**config.mk**
```make
export PLATFORM = sky130hd
export DESIGN_NAME = atc_cmd_exec
export DESIGN_NICKNAME = d
export VERILOG_FILES = /design/src/logic/atc_pkg.sv /design/src/logic/atc_sector_ram.sv /design/src/logic/atc_cmd_exec.sv
export VERILOG_INCLUDE_DIRS = /design/src /design/src/logic
export SDC_FILE = /design/constraint.sdc
export NUM_CORES = 2
export LEC_CHECK = 0
export BUFFER_PORTS_ARGS = -buffer_cell sky130_fd_sc_hd__clkbuf_2
export CAP_MARGIN = 5
export CELL_PAD_IN_SITES_DETAIL_PLACEMENT = 2
export CELL_PAD_IN_SITES_GLOBAL_PLACEMENT = 2
export CORE_ASPECT_RATIO = 1.2
export CORE_MARGIN = 4
export CORE_UTILIZATION = 35
export DETAILED_ROUTE_END_ITERATION = 6
export PLACE_DENSITY_LB_ADDON = 0.25
export SYNTH_ARGS = -nofsm -noshare
export SYNTH_HDL_FRONTEND = slang
export SYNTH_SLANG_ARGS = --single-unit
```
**constraint.sdc**
```tcl
create_clock -name i_sys_clk -period 12.1 [get_ports i_sys_clk]
set_input_delay 1.21 -clock i_sys_clk [delete_from_list [all_inputs] [get_ports i_sys_clk]]
set_output_delay 1.21 -clock i_sys_clk [all_outputs]
set_load 0.01 [all_outputs]
```
**src/logic/ata_cmd_map.svh**
```systemverilog
// constants for the standby, translate and write command executor
`ifndef ATA_CMD_MAP_SVH
`define ATA_CMD_MAP_SVH
`define ATC_OP_STBY_A 8'h94
`define ATC_OP_STBY_B 8'hE0
`define ATC_OP_XLATE 8'h87
`define ATC_OP_WEAR 8'hF5
`define ATC_OP_WRBUF 8'hE8
`define ATC_OP_WRDMA 8'hCA
`define ATC_OP_WRLONG_A 8'h32
`define ATC_OP_WRLONG_B 8'h33
`define ATC_OP_SETFEAT 8'hEF
`define ATC_FEAT_8BIT_ON 8'h01
`define ATC_FEAT_8BIT_OFF 8'h81
`define ATC_SECT_WORDS 9'h100
`define ATC_ECC_BYTES 3'h4
`define ATC_RPT_CYL_HI 9'h000
`define ATC_RPT_CYL_LO 9'h001
`define ATC_RPT_HEAD 9'h002
`define ATC_RPT_SECT 9'h003
`define ATC_RPT_LBA_HI 9'h004
`define ATC_RPT_LBA_MID 9'h005
`define ATC_RPT_LBA_LO 9'h006
`define ATC_RPT_ERASED 9'h013
`define ATC_RPT_HOT_HI 9'h018
`define ATC_RPT_HOT_MID 9'h019
`define ATC_RPT_HOT_LO 9'h01A
`define ATC_ERASED_VAL 8'hFF
`define ATC_NOT_ERASED_VAL 8'h00
`define ATC_WEAR_DONE_CNT 8'h00
`define ATC_ERR_ABORT 8'h04
`endif

```
**src/logic/atc_pkg.sv**
```systemverilog
// types shared by the command executor
package atc_pkg;
    typedef struct packed {
        logic [7:0] feature;
        logic [7:0] sect_cnt;
        logic [7:0] sect_num;
        logic [7:0] cyl_lo;
        logic [7:0] cyl_hi;
        logic [7:0] dev_head;
    } atc_taskfile_type;

    typedef struct packed {
        logic bsy;
        logic drq;
        logic err;
    } atc_status_type;

    typedef enum logic [2:0] {
        ATC_MED_IDLE,
        ATC_MED_WRITE,
        ATC_MED_WRITE_LONG,
        ATC_MED_FREEZE
    } atc_media_op_type;
endpackage

```
**src/logic/atc_sector_ram.sv**
```systemverilog
// sector buffer: 256 words, registered read
`timescale 1ns/10ps
`default_nettype none
module atc_sector_ram #(
    parameter int DEPTH = 256,
    parameter int AW = 8
) (
    input wire logic i_sys_clk,
    input wire logic i_wr_en,
    input wire logic [AW-1:0] i_wr_addr,
    input wire logic [15:0] i_wr_data,
    input wire logic [AW-1:0] i_rd_addr,
    output logic [15:0] o_rd_data
);
    logic [15:0] mem [DEPTH];
    logic [15:0] rd_data_ff;

    always_ff @(posedge i_sys_clk) begin
        if (i_wr_en) begin
            mem[i_wr_addr] <= i_wr_data;
        end
        rd_data_ff <= mem[i_rd_addr];
    end

    assign o_rd_data = rd_data_ff;
endmodule // atc_sector_ram
`default_nettype wire

```
**src/logic/atc_cmd_exec.sv**
```systemverilog
// command executor: standby, translate, wear level, write buffer/DMA/long
`timescale 1ns/10ps
`default_nettype none
`include "ata_cmd_map.svh"
// Notes on behaviour
// - standby 94H/E0H: busy, sleep, clear busy, interrupt at once; the code never raises busy, it only sleeps and interrupts
// - any later command wakes the sleeping device, no reset needed
// - translate 87H returns a 512-byte report to the host
// - report holds cylinder, head, sector, LBA, high byte first
// - report byte 13H is FFH when erased, else 00H
// - bytes 18H-1AH give hot count, high first; zero means untracked
// - F5H without security is a no-op returning sector count 00H
// - F5H with security acts as freeze lock
// - write buffer E8H takes 512 bytes into the sector buffer by PIO; in byte mode the code takes only 256
// - write DMA CAH moves 1 to 256 sectors, zero meaning 256
// - DMA write raises busy, prepares buffer, then DRQ and clears busy
// - DMA request held while the device can take words
// - DMA write interrupts only at completion or unrecoverable error
// - address registers hold last sector, or failing sector on error
// - DMA write aborted while byte-wide mode is on
// - write long 32H/33H takes 516 bytes by PIO; in byte mode the code takes 260 (256 data, 4 ECC)
// - write long is single sector only
// - 512 bytes go as words, then four ECC bytes one per strobe; in byte mode the code takes 256 data bytes, one per strobe
// - host ECC bytes ignored; media stores internally generated ECC
// - feature 01H enables, 81H disables byte-wide transfers
// - PIO write: busy, then DRQ and clear busy, wait for data
module atc_cmd_exec #(
    parameter bit SECURITY_SUPPORTED = 1'b0
) (
    input wire logic i_sys_clk,
    input wire logic i_reset_n,
    input wire logic i_cmd_wr,
    input wire logic [7:0] i_cmd_opcode,
    input wire atc_pkg::atc_taskfile_type i_taskfile,
    input wire logic i_io_write_strobe_n,
    input wire logic i_io_read_strobe_n,
    input wire logic [15:0] i_host_data,
    input wire logic i_dma_acknowledge_n,
    input wire logic [23:0] i_media_lba,
    input wire logic [23:0] i_media_hot_count,
    input wire logic i_media_erased,
    input wire logic i_media_ready,
    input wire logic i_media_error,
    output atc_pkg::atc_status_type o_status,
    output logic o_intrq,
    output logic [7:0] o_error,
    output logic [7:0] o_sect_cnt,
    output logic o_sect_cnt_valid,
    output logic o_sleeping,
    output logic o_byte_mode,
    output logic o_dma_request_line,
    output logic [15:0] o_host_data,
    output atc_pkg::atc_media_op_type o_media_op,
    output logic o_media_start,
    output logic [7:0] o_addr_sect_num,
    output logic [15:0] o_addr_cyl,
    output logic [3:0] o_addr_head
);
    typedef enum logic [2:0] {
        ST_IDLE, ST_PREP, ST_PIO_IN, ST_DMA_IN, ST_ECC_IN, ST_COMMIT, ST_RPT_OUT
    } atc_state_type;

    atc_state_type state_ff, nxt_state;
    atc_pkg::atc_media_op_type mop_ff;
    logic [7:0] op_ff;
    logic [8:0] remain_ff;
    logic [8:0] idx_ff;
    logic [2:0] ecc_ff;
    logic sleep_ff, byte_ff, bsy_ff, drq_ff, err_ff, intrq_ff, start_ff, scv_ff;
    logic [7:0] errreg_ff, scnt_ff;
    logic [15:0] hdata_ff;
    logic [7:0] sn_ff;
    logic [15:0] cyl_ff;
    logic [3:0] hd_ff;
    logic wr_q_ff, rd_q_ff;
    logic [15:0] ram_rd;

    function automatic logic is_op(input logic [7:0] op, input logic [7:0] a,
                                   input logic [7:0] b);
        is_op = (op == a) || (op == b);
    endfunction

    wire op_stby = is_op(i_cmd_opcode, `ATC_OP_STBY_A, `ATC_OP_STBY_B);
    wire op_xlate = i_cmd_opcode == `ATC_OP_XLATE;
    wire op_wear = i_cmd_opcode == `ATC_OP_WEAR;
    wire op_wrbuf = i_cmd_opcode == `ATC_OP_WRBUF;
    wire op_dma = i_cmd_opcode == `ATC_OP_WRDMA;
    wire op_long = is_op(i_cmd_opcode, `ATC_OP_WRLONG_A, `ATC_OP_WRLONG_B);
    wire op_feat = i_cmd_opcode == `ATC_OP_SETFEAT;
    wire cur_dma = op_ff == `ATC_OP_WRDMA;
    // strobe taken on its release, as a host write is latched on the rising edge
    wire wr_edge = !wr_q_ff && i_io_write_strobe_n;
    wire rd_edge = !rd_q_ff && i_io_read_strobe_n;
    wire dma_word = wr_edge && !i_dma_acknowledge_n;
    wire pio_word = wr_edge && i_dma_acknowledge_n;
    wire last_word = idx_ff == (`ATC_SECT_WORDS - 9'h001);
    wire accept = i_cmd_wr && (state_ff == ST_IDLE);
    wire [8:0] cnt_eff = (i_taskfile.sect_cnt == 8'h00) ? 9'h100 : {1'b0, i_taskfile.sect_cnt};
    wire [7:0] byte_idx = idx_ff[7:0];

    // report byte table; inputs passed in so the wires follow every input change
    function automatic logic [7:0] rpt_byte(input logic [8:0] a,
        input atc_pkg::atc_taskfile_type tf, input logic [23:0] lba,
        input logic [23:0] hot, input logic erased);
        unique case (a)
            `ATC_RPT_CYL_HI: rpt_byte = tf.cyl_hi;
            `ATC_RPT_CYL_LO: rpt_byte = tf.cyl_lo;
            `ATC_RPT_HEAD: rpt_byte = {4'h0, tf.dev_head[3:0]};
            `ATC_RPT_SECT: rpt_byte = tf.sect_num;
            `ATC_RPT_LBA_HI: rpt_byte = lba[23:16];
            `ATC_RPT_LBA_MID: rpt_byte = lba[15:8];
            `ATC_RPT_LBA_LO: rpt_byte = lba[7:0];
            `ATC_RPT_ERASED: rpt_byte = erased ? `ATC_ERASED_VAL
                                               : `ATC_NOT_ERASED_VAL;
            `ATC_RPT_HOT_HI: rpt_byte = hot[23:16];
            `ATC_RPT_HOT_MID: rpt_byte = hot[15:8];
            `ATC_RPT_HOT_LO: rpt_byte = hot[7:0];
            default: rpt_byte = 8'h00;
        endcase
    endfunction

    // two bytes per word in word mode, even byte on the low lane; one byte per word in byte mode
    wire [8:0] rpt_addr = byte_ff ? idx_ff : {idx_ff[7:0], 1'b0};
    wire [7:0] rpt_even = rpt_byte(rpt_addr, i_taskfile, i_media_lba, i_media_hot_count,
                                   i_media_erased);
    wire [7:0] rpt_odd = rpt_byte(rpt_addr | 9'h001, i_taskfile, i_media_lba,
                                  i_media_hot_count, i_media_erased);
    wire [15:0] rpt_word = byte_ff ? {8'h00, rpt_even} : {rpt_odd, rpt_even};
    wire [8:0] rpt_len = byte_ff ? 9'h1FF : 9'h0FF;

    atc_sector_ram u_ram (
        .i_sys_clk(i_sys_clk),
        .i_wr_en((state_ff == ST_PIO_IN && pio_word) || (state_ff == ST_DMA_IN && dma_word)),
        .i_wr_addr(byte_idx),
        .i_wr_data(byte_ff ? {8'h00, i_host_data[7:0]} : i_host_data),
        .i_rd_addr(byte_idx),
        .o_rd_data(ram_rd)
    );

    always_comb begin
        nxt_state = state_ff;
        unique case (state_ff)
            ST_IDLE: begin
                if (accept && (op_xlate || op_wrbuf || op_long || (op_dma && !byte_ff))) begin
                    nxt_state = ST_PREP;
                end
            end
            ST_PREP: nxt_state = op_ff == `ATC_OP_XLATE ? ST_RPT_OUT
                               : (cur_dma ? ST_DMA_IN : ST_PIO_IN);
            ST_PIO_IN: begin
                if (pio_word && last_word) begin
                    nxt_state = (mop_ff == atc_pkg::ATC_MED_WRITE_LONG) ? ST_ECC_IN
                              : (op_ff == `ATC_OP_WRBUF ? ST_IDLE : ST_COMMIT);
                end
            end
            ST_DMA_IN: if (dma_word && last_word) nxt_state = ST_COMMIT;
            ST_ECC_IN: if (pio_word && ecc_ff == (`ATC_ECC_BYTES - 3'h1)) nxt_state = ST_COMMIT;
            ST_COMMIT: begin
                if (i_media_error) begin
                    nxt_state = ST_IDLE;
                end else if (i_media_ready) begin
                    nxt_state = (cur_dma && remain_ff != 9'h001) ? ST_DMA_IN : ST_IDLE;
                end
            end
            ST_RPT_OUT: if (rd_edge && idx_ff == rpt_len) nxt_state = ST_IDLE;
            default: nxt_state = ST_IDLE;
        endcase
    end

    always_ff @(posedge i_sys_clk) begin
        if (!i_reset_n) begin
            state_ff <= ST_IDLE;
            wr_q_ff <= 1'b1;
            rd_q_ff <= 1'b1;
        end else begin
            state_ff <= nxt_state;
            wr_q_ff <= i_io_write_strobe_n;
            rd_q_ff <= i_io_read_strobe_n;
        end
    end

    always_ff @(posedge i_sys_clk) begin
        if (!i_reset_n) begin
            op_ff <= 8'h00;
            mop_ff <= atc_pkg::ATC_MED_IDLE;
            sleep_ff <= 1'b0;
            byte_ff <= 1'b0;
            bsy_ff <= 1'b0;
            drq_ff <= 1'b0;
            err_ff <= 1'b0;
            intrq_ff <= 1'b0;
            start_ff <= 1'b0;
            scv_ff <= 1'b0;
            errreg_ff <= 8'h00;
            scnt_ff <= 8'h00;
            remain_ff <= 9'h000;
            idx_ff <= 9'h000;
            ecc_ff <= 3'h0;
            hdata_ff <= 16'h0000;
            sn_ff <= 8'h00;
            cyl_ff <= 16'h0000;
            hd_ff <= 4'h0;
        end else begin
            start_ff <= 1'b0;
            intrq_ff <= 1'b0;
            if (accept) begin
                op_ff <= i_cmd_opcode;
                sleep_ff <= op_stby;
                err_ff <= 1'b0;
                errreg_ff <= 8'h00;
                scv_ff <= 1'b0;
                idx_ff <= 9'h000;
                ecc_ff <= 3'h0;
                remain_ff <= op_long ? 9'h001 : cnt_eff;
                sn_ff <= i_taskfile.sect_num;
                cyl_ff <= {i_taskfile.cyl_hi, i_taskfile.cyl_lo};
                hd_ff <= i_taskfile.dev_head[3:0];
                mop_ff <= op_long ? atc_pkg::ATC_MED_WRITE_LONG : atc_pkg::ATC_MED_WRITE;
                bsy_ff <= op_xlate || op_wrbuf || op_long || (op_dma && !byte_ff);
                if (op_stby || op_feat) begin
                    intrq_ff <= 1'b1;
                end
                if (op_feat && i_taskfile.feature == `ATC_FEAT_8BIT_ON) byte_ff <= 1'b1;
                if (op_feat && i_taskfile.feature == `ATC_FEAT_8BIT_OFF) byte_ff <= 1'b0;
                if (op_wear) begin
                    intrq_ff <= 1'b1;
                    if (SECURITY_SUPPORTED) begin
                        mop_ff <= atc_pkg::ATC_MED_FREEZE;
                        start_ff <= 1'b1;
                    end else begin
                        scnt_ff <= `ATC_WEAR_DONE_CNT;
                        scv_ff <= 1'b1;
                    end
                end
                if ((op_dma && byte_ff) || !(op_stby || op_xlate || op_wear || op_wrbuf
                                             || op_dma || op_long || op_feat)) begin
                    err_ff <= 1'b1;
                    errreg_ff <= `ATC_ERR_ABORT;
                    intrq_ff <= 1'b1;
                end
            end
            if (state_ff == ST_PREP) begin
                bsy_ff <= 1'b0;
                drq_ff <= 1'b1;
                if (op_ff == `ATC_OP_XLATE) hdata_ff <= rpt_word;
            end
            if ((state_ff == ST_PIO_IN && pio_word) || (state_ff == ST_DMA_IN && dma_word)) begin
                idx_ff <= last_word ? 9'h000 : idx_ff + 9'h001;
            end
            if (state_ff == ST_ECC_IN && pio_word) begin
                ecc_ff <= ecc_ff + 3'h1;
            end
            if (nxt_state == ST_COMMIT && state_ff != ST_COMMIT) begin
                bsy_ff <= 1'b1;
                drq_ff <= 1'b0;
                start_ff <= 1'b1;
            end
            if (state_ff == ST_PIO_IN && nxt_state == ST_IDLE) begin
                drq_ff <= 1'b0;
                intrq_ff <= 1'b1;
            end
            if (state_ff == ST_COMMIT) begin
                if (i_media_error) begin
                    bsy_ff <= 1'b0;
                    err_ff <= 1'b1;
                    intrq_ff <= 1'b1;
                end else if (i_media_ready) begin
                    if (nxt_state == ST_DMA_IN) begin
                        remain_ff <= remain_ff - 9'h001;
                        sn_ff <= sn_ff + 8'h01;
                        bsy_ff <= 1'b0;
                        drq_ff <= 1'b1;
                    end else begin
                        bsy_ff <= 1'b0;
                        intrq_ff <= 1'b1;
                    end
                end
            end
            if (state_ff == ST_RPT_OUT && rd_edge) begin
                idx_ff <= idx_ff + 9'h001;
                if (nxt_state == ST_IDLE) begin
                    drq_ff <= 1'b0;
                    intrq_ff <= 1'b1;
                end
            end
            if (state_ff == ST_RPT_OUT) begin
                hdata_ff <= rpt_word;
            end else if (state_ff != ST_PREP) begin
                hdata_ff <= ram_rd;
            end
        end
    end

    assign o_status = '{bsy: bsy_ff, drq: drq_ff, err: err_ff};
    assign o_intrq = intrq_ff;
    assign o_error = errreg_ff;
    assign o_sect_cnt = scnt_ff;
    assign o_sect_cnt_valid = scv_ff;
    assign o_sleeping = sleep_ff;
    assign o_byte_mode = byte_ff;
    assign o_dma_request_line = (state_ff == ST_DMA_IN);
    assign o_host_data = hdata_ff;
    assign o_media_op = mop_ff;
    assign o_media_start = start_ff;
    assign o_addr_sect_num = sn_ff;
    assign o_addr_cyl = cyl_ff;
    assign o_addr_head = hd_ff;

    a_stby_intr: assert property (@(posedge i_sys_clk) disable iff (!i_reset_n)
        accept && op_stby |=> o_intrq && o_sleeping && !bsy_ff)
        else $error("standby did not complete at once");
    a_dma_abort: assert property (@(posedge i_sys_clk) disable iff (!i_reset_n)
        accept && op_dma && byte_ff |=> err_ff && errreg_ff == `ATC_ERR_ABORT)
        else $error("dma in byte mode not aborted");
    a_wear_zero: assert property (@(posedge i_sys_clk) disable iff (!i_reset_n)
        accept && op_wear && !SECURITY_SUPPORTED |=> scv_ff && scnt_ff == 8'h00)
        else $error("wear level count not zero");
    a_dma_no_intr: assert property (@(posedge i_sys_clk) disable iff (!i_reset_n)
        state_ff == ST_DMA_IN |-> !o_intrq)
        else $error("interrupt during dma data");
    a_drq_prep: assert property (@(posedge i_sys_clk) disable iff (!i_reset_n)
        state_ff == ST_PREP |=> drq_ff && !bsy_ff)
        else $error("drq not raised after prep");
    a_unknown_abort: assert property (@(posedge i_sys_clk) disable iff (!i_reset_n)
        accept && i_cmd_opcode == 8'h00 |=> err_ff && o_intrq)
        else $error("unknown opcode not aborted");
    a_byte_on: assert property (@(posedge i_sys_clk) disable iff (!i_reset_n)
        accept && op_feat && i_taskfile.feature == 8'h01 |=> byte_ff)
        else $error("byte mode not enabled");
    a_wake: assert property (@(posedge i_sys_clk) disable iff (!i_reset_n)
        sleep_ff && accept && !op_stby |=> !sleep_ff)
        else $error("no wake on command");
endmodule // atc_cmd_exec
`default_nettype wire

```
# After elaboration in Yosys (flattened, before gate mapping)
# Memories as Yosys holds them, arrays and structs flattened. A register that Yosys moved wholly into a read port is not among the register bits.
# Index checks and enable logic that the tools add are counted.
# Widths: inputs -> output; s select.
# word_totals
reg_bits	97
ramBits	4096
input_bits	129
output_inout_bits	72
mem_count	1
# memory_table
memory	words	word_bits	read_ports	rd_clocked_by_memory_dff	wr	line	source
u_ram.mem	256	16	1	1	1	atc_sector_ram.sv:15	logic [15:0] mem [DEPTH];
# op_classes
addsub	4
n_eq_ne	43
muxes	80
n_reduce_logical	53
# ops
cell	n
$mux 9	13
$mux 16	6
$eq 8x8->1 const B	11
$pmux 8 s11	1
$mux 8	6
$pmux 8 s6	1
$mux 3	13
$mux 1	37
$eq 9x5->1 const B	4
$eq 9x3->1 const B	3
$logic_and 1x1->1	21
$pmux 3 s7	1
$eq 9x2->1 const B	2
$logic_not 9->1	2
$eq 8x1->1 const B	2
$eq 8x4->1 const B	2
$eq 8x6->1 const B	2
$logic_not 8->1	2
$eq 3x2->1 const B	5
$logic_or 1x1->1	14
$eq 3x3->1 const B	4
$add 9x1->9 const B	1
$eq 9x1->1 const B	1
$eq 9x8->1 const B	1
other kinds (15)	25

# Logic depth before layout (Yosys ltp)
# depth
ltp_word	19
mapped_depth	12

# Modules after synthesis
# A second synthesis with hierarchy kept.
# unflattened
hier_cells	8065
hier_area_um2	164161.2
# by_module_without_submodules
module	n_inst	cells_per_inst	area_each_um2	seq_area_each_um2
atc_sector_ram	1	7360	158714.7	123318.3
atc_cmd_exec	1	705	5446.5	1781.7

# Least setup slack after synthesis
# Ideal clock, no wire load.
# synth_timing
path_type	in2reg
from	input i_host_data[10]
to	memory u_ram.mem[0][10] (data pin)
setup_ps	1446
arrival_ps	7355
setup_slack_ps	3299
stages	1
cell_sequence	nor2b_1
# synth_between
elab_chain_len	1
# synth_lines
element	line	source
start, declared	atc_cmd_exec.sv:37	input wire logic [15:0] i_host_data,
$mux 16	atc_cmd_exec.sv:135	.i_wr_data(byte_ff ? {8'h00, i_host_data[7:0]} : i_host_data),
end, declared	atc_sector_ram.sv:15	
# Every way passes these cells.

==> results_dict.tcl <==
set metrics [dict create \
    run_status "finished, violations left" \
    failing_checks "design-rule violations, max-slew violations" \
    cts_htree_levels 5 \
    dr.pass1.iters 7 \
    grt_max_degree 256 \
    post-cts-setup-buffers 0 \
    clock_skew_ps 57.8 \
    dr_total_vias 82000 \
    max_slew.worst_pin.slew_ps 1500 \
    worst_setup_path_start_kind "flop" \
    drc 3 \
    clock_power_share 0.449 \
    finalSetupViolations 0 \
    numCtsBuffers 412 \
    syn2layout_area_growth_pct 15.0 \
    p_comb_frac 0.013 \
    placement.io_buffers 180 \
    drt-initial-drc-count 10200 \
    slew_headroom -0.00329 \
    place_area_um2 173000 \
    floorplan.die_area_um2 475000 \
    final_net_count 7944 \
    pin_count 201 \
    placedCellCount 13600 \
    fin_hold_ws_ps 452 \
    post_synthesis_mean_instance_area_um2 22.5 \
    clock_insertion_delay_at_the_later_pin_of_the_skew_report_ps 1030 \
    vias_per_instance 5.71 \
    internal_power_w 0.0235 \
    all_layer_global_routing_usage 0.225 \
    ctsLongestPathBuffers 4 \
    asyncSetResetFlopFracSynth 0 \
    synth_enable_flop_cells 4096 \
    crit_required_ps 12970 \
    switching_share 0.207 \
    hold_viol_final 0 \
    yosysUniqueCellTypes 81 \
    die_h_um 754 \
    wirelength_um 543000 \
    initial_utilization 0.352 \
    critical_path_class "flop to flop" \
    finalSetupTns_ps 0 \
    grt_pass1_wl_um 755000 \
    netSwitchingPower_w 0.00613 \
    cts-root-buf "clkbuf_16" \
    dominantRegCellSynth "edfxtp_1" \
    die-width_um 630 \
    synth_top_area_cell "edfxtp_1" \
    post_synth_main_area_contributors "edfxtp_1 76%, mux4_2 16%, dfxtp_1 1.3%, mux2i_1 0.88%, nor2_1 0.78%" \
    antenna_found_initial 34 \
    via_count_of_the_first_global_routing_pass 87500 \
    yosysMostFrequentCell "edfxtp_1" \
    synth-seq-cells 4201 \
    part_of_the_cycle_the_worst_path_needs 0.487 \
    rsz0062_at_grt "false" \
    core_region_area_um2 462000 \
    worst_setup_hold_path_clk_slew_ps 70 \
    yosysSeqAreaShare 0.770 \
    totalPowerFinal_w 0.0297 \
    power.sequential.fraction 0.538 \
    timing.fmax_mhz 170 \
    worst_ep_arrival_time_ps 6770 \
    grt-ovfl-total 0 \
    postRouteAntennaNets 0 \
    design_area_um2 187000 \
    min_period_ps 5900 \
    fin_cells 14400 \
    worstPathMaxFanout 37 \
    cts_tree "built" \
    drv.max_cap_violation_count 0 \
    hold_buffers 0 \
    rows 273 \
    gpl.final_weighted_congestion 0.875 \
    final-max-slew-violation-count 14 \
    leakagePower_nw 55.6 \
    postCtsResizedCells 0 \
    wire_length_per_cell_after_detailed_routing_um 37.9 \
    dp_hpwl_um 328000 \
    synth_top_area_frac 0.757 \
    synth_cells 7229 \
    drive_gt1_frac 0.328 \
    worst_ir_drop_vdd_mv 0.110 \
    numClockSinks 4201 \
    timing.critical_path.to_type "flop" \
    synth_commonest_cells "4096 x edfxtp_1, 1175 x mux4_2, 339 x nor2_1" \
    p_per_area_nw_per_um2 159 \
    nFillCells 43000 \
    syn-cell-area_um2 163000 \
    synthesis.yosys.warnings 0 \
    min_delay_path_class "input pin to flop" \
]
## layout make-up
cell class	instances	area (um^2)	area share
diodes	19	47.5	0.000254
clock buffers	490	10800	0.0576
clock inverters	269	2990	0.0160
inverters	24	90.1	0.000482
multi-input cells	2593	36000	0.193
flip-flops and latches	4201	125000	0.669
well taps	6187	7740	0.0414
repair buffers	571	4180	0.0224
## flip-flops by register name, indices dropped and copies added (netlist names), 2 cells and up
register         flops
u_ram.mem         4096
o_host_data         16
state_ff             3
o_addr_head          4
o_addr_cyl          16
o_addr_sect_num      8
ecc_ff               3
op_ff                8
o_media_op           2
remain_ff            9
idx_ff               9
u_ram.o_rd_data     16
## cell families after synthesis
kind of cell	synth area share
DFF	0.770
muxes	0.172
and+or+nand+nor	0.0221
AOI/OAI and AO/OA	0.0197
buffers and inverters	0.0149
adders and majority gates	0.000924
xor gates and xnor gates	0.000377
other	0.0000231
## worst paths after layout
path	startpoint	end	slack [ps]	depth (start not counted)
setup / recovery	idx_ff[0]	u_ram.o_rd_data[6]	6200	8
hold / removal	i_taskfile[1]	o_addr_head[1]	450	3
setup reg to reg	idx_ff[0]	u_ram.o_rd_data[6]	6200	8
hold reg to reg	o_addr_head[2]	o_addr_head[2]	460	2
## stage by stage
stage	worst slack, ps	utilization
floorplan	3300	-
global placement	6260	0.375
detailed placement	6230	0.375
CTS	6250	0.405
global route	6020	0.405
finish	6200	0.405
## per-layer routing
metal	vias up	share of wire	GRT usage
li1	31900	-	-
met1	45700	0.39	0.290
met2	3545	0.50	0.375
met3	801	0.065	0.0366
met4	4	0.052	0.100
met5	-	0.000050	0
## power groups by stage
stage	combinational (W)	clock, W	sequential, W
2_1_floorplan	0.0000984	0	0.0163
3_3_place_gp	0.000347	0	0.0163
3_5_place_dp	0.000384	0	0.0163
4_1_cts	0.000384	0.0136	0.0160
5_1_grt	0.000407	0.0142	0.0160
6_report	0.000378	0.0133	0.0160
## cell usage in the layout, fill, tap and decap left out, types with 82 or more instances in the layout
cell	instances
dfxtp_1	98
mux2i_1	143
a21oi_1	92
nor2_2	240
clkinv_1	82
edfxtp_1	4096
buf_4	369
clkbuf_2	172
mux4_2	1175
nand2_1	173
nor2_1	93
clkbuf_16	417
## worst max-delay path: stages, from the launching register on
cell      delay (ps)
dfxtp_4          770
buf_4            730
buf_4            630
buf_4            730
mux4_2           610
a221oi_2        1110
o22ai_1          230
nor4_1           650
nand4_1          170
Power figures use the tool's default switching activity.
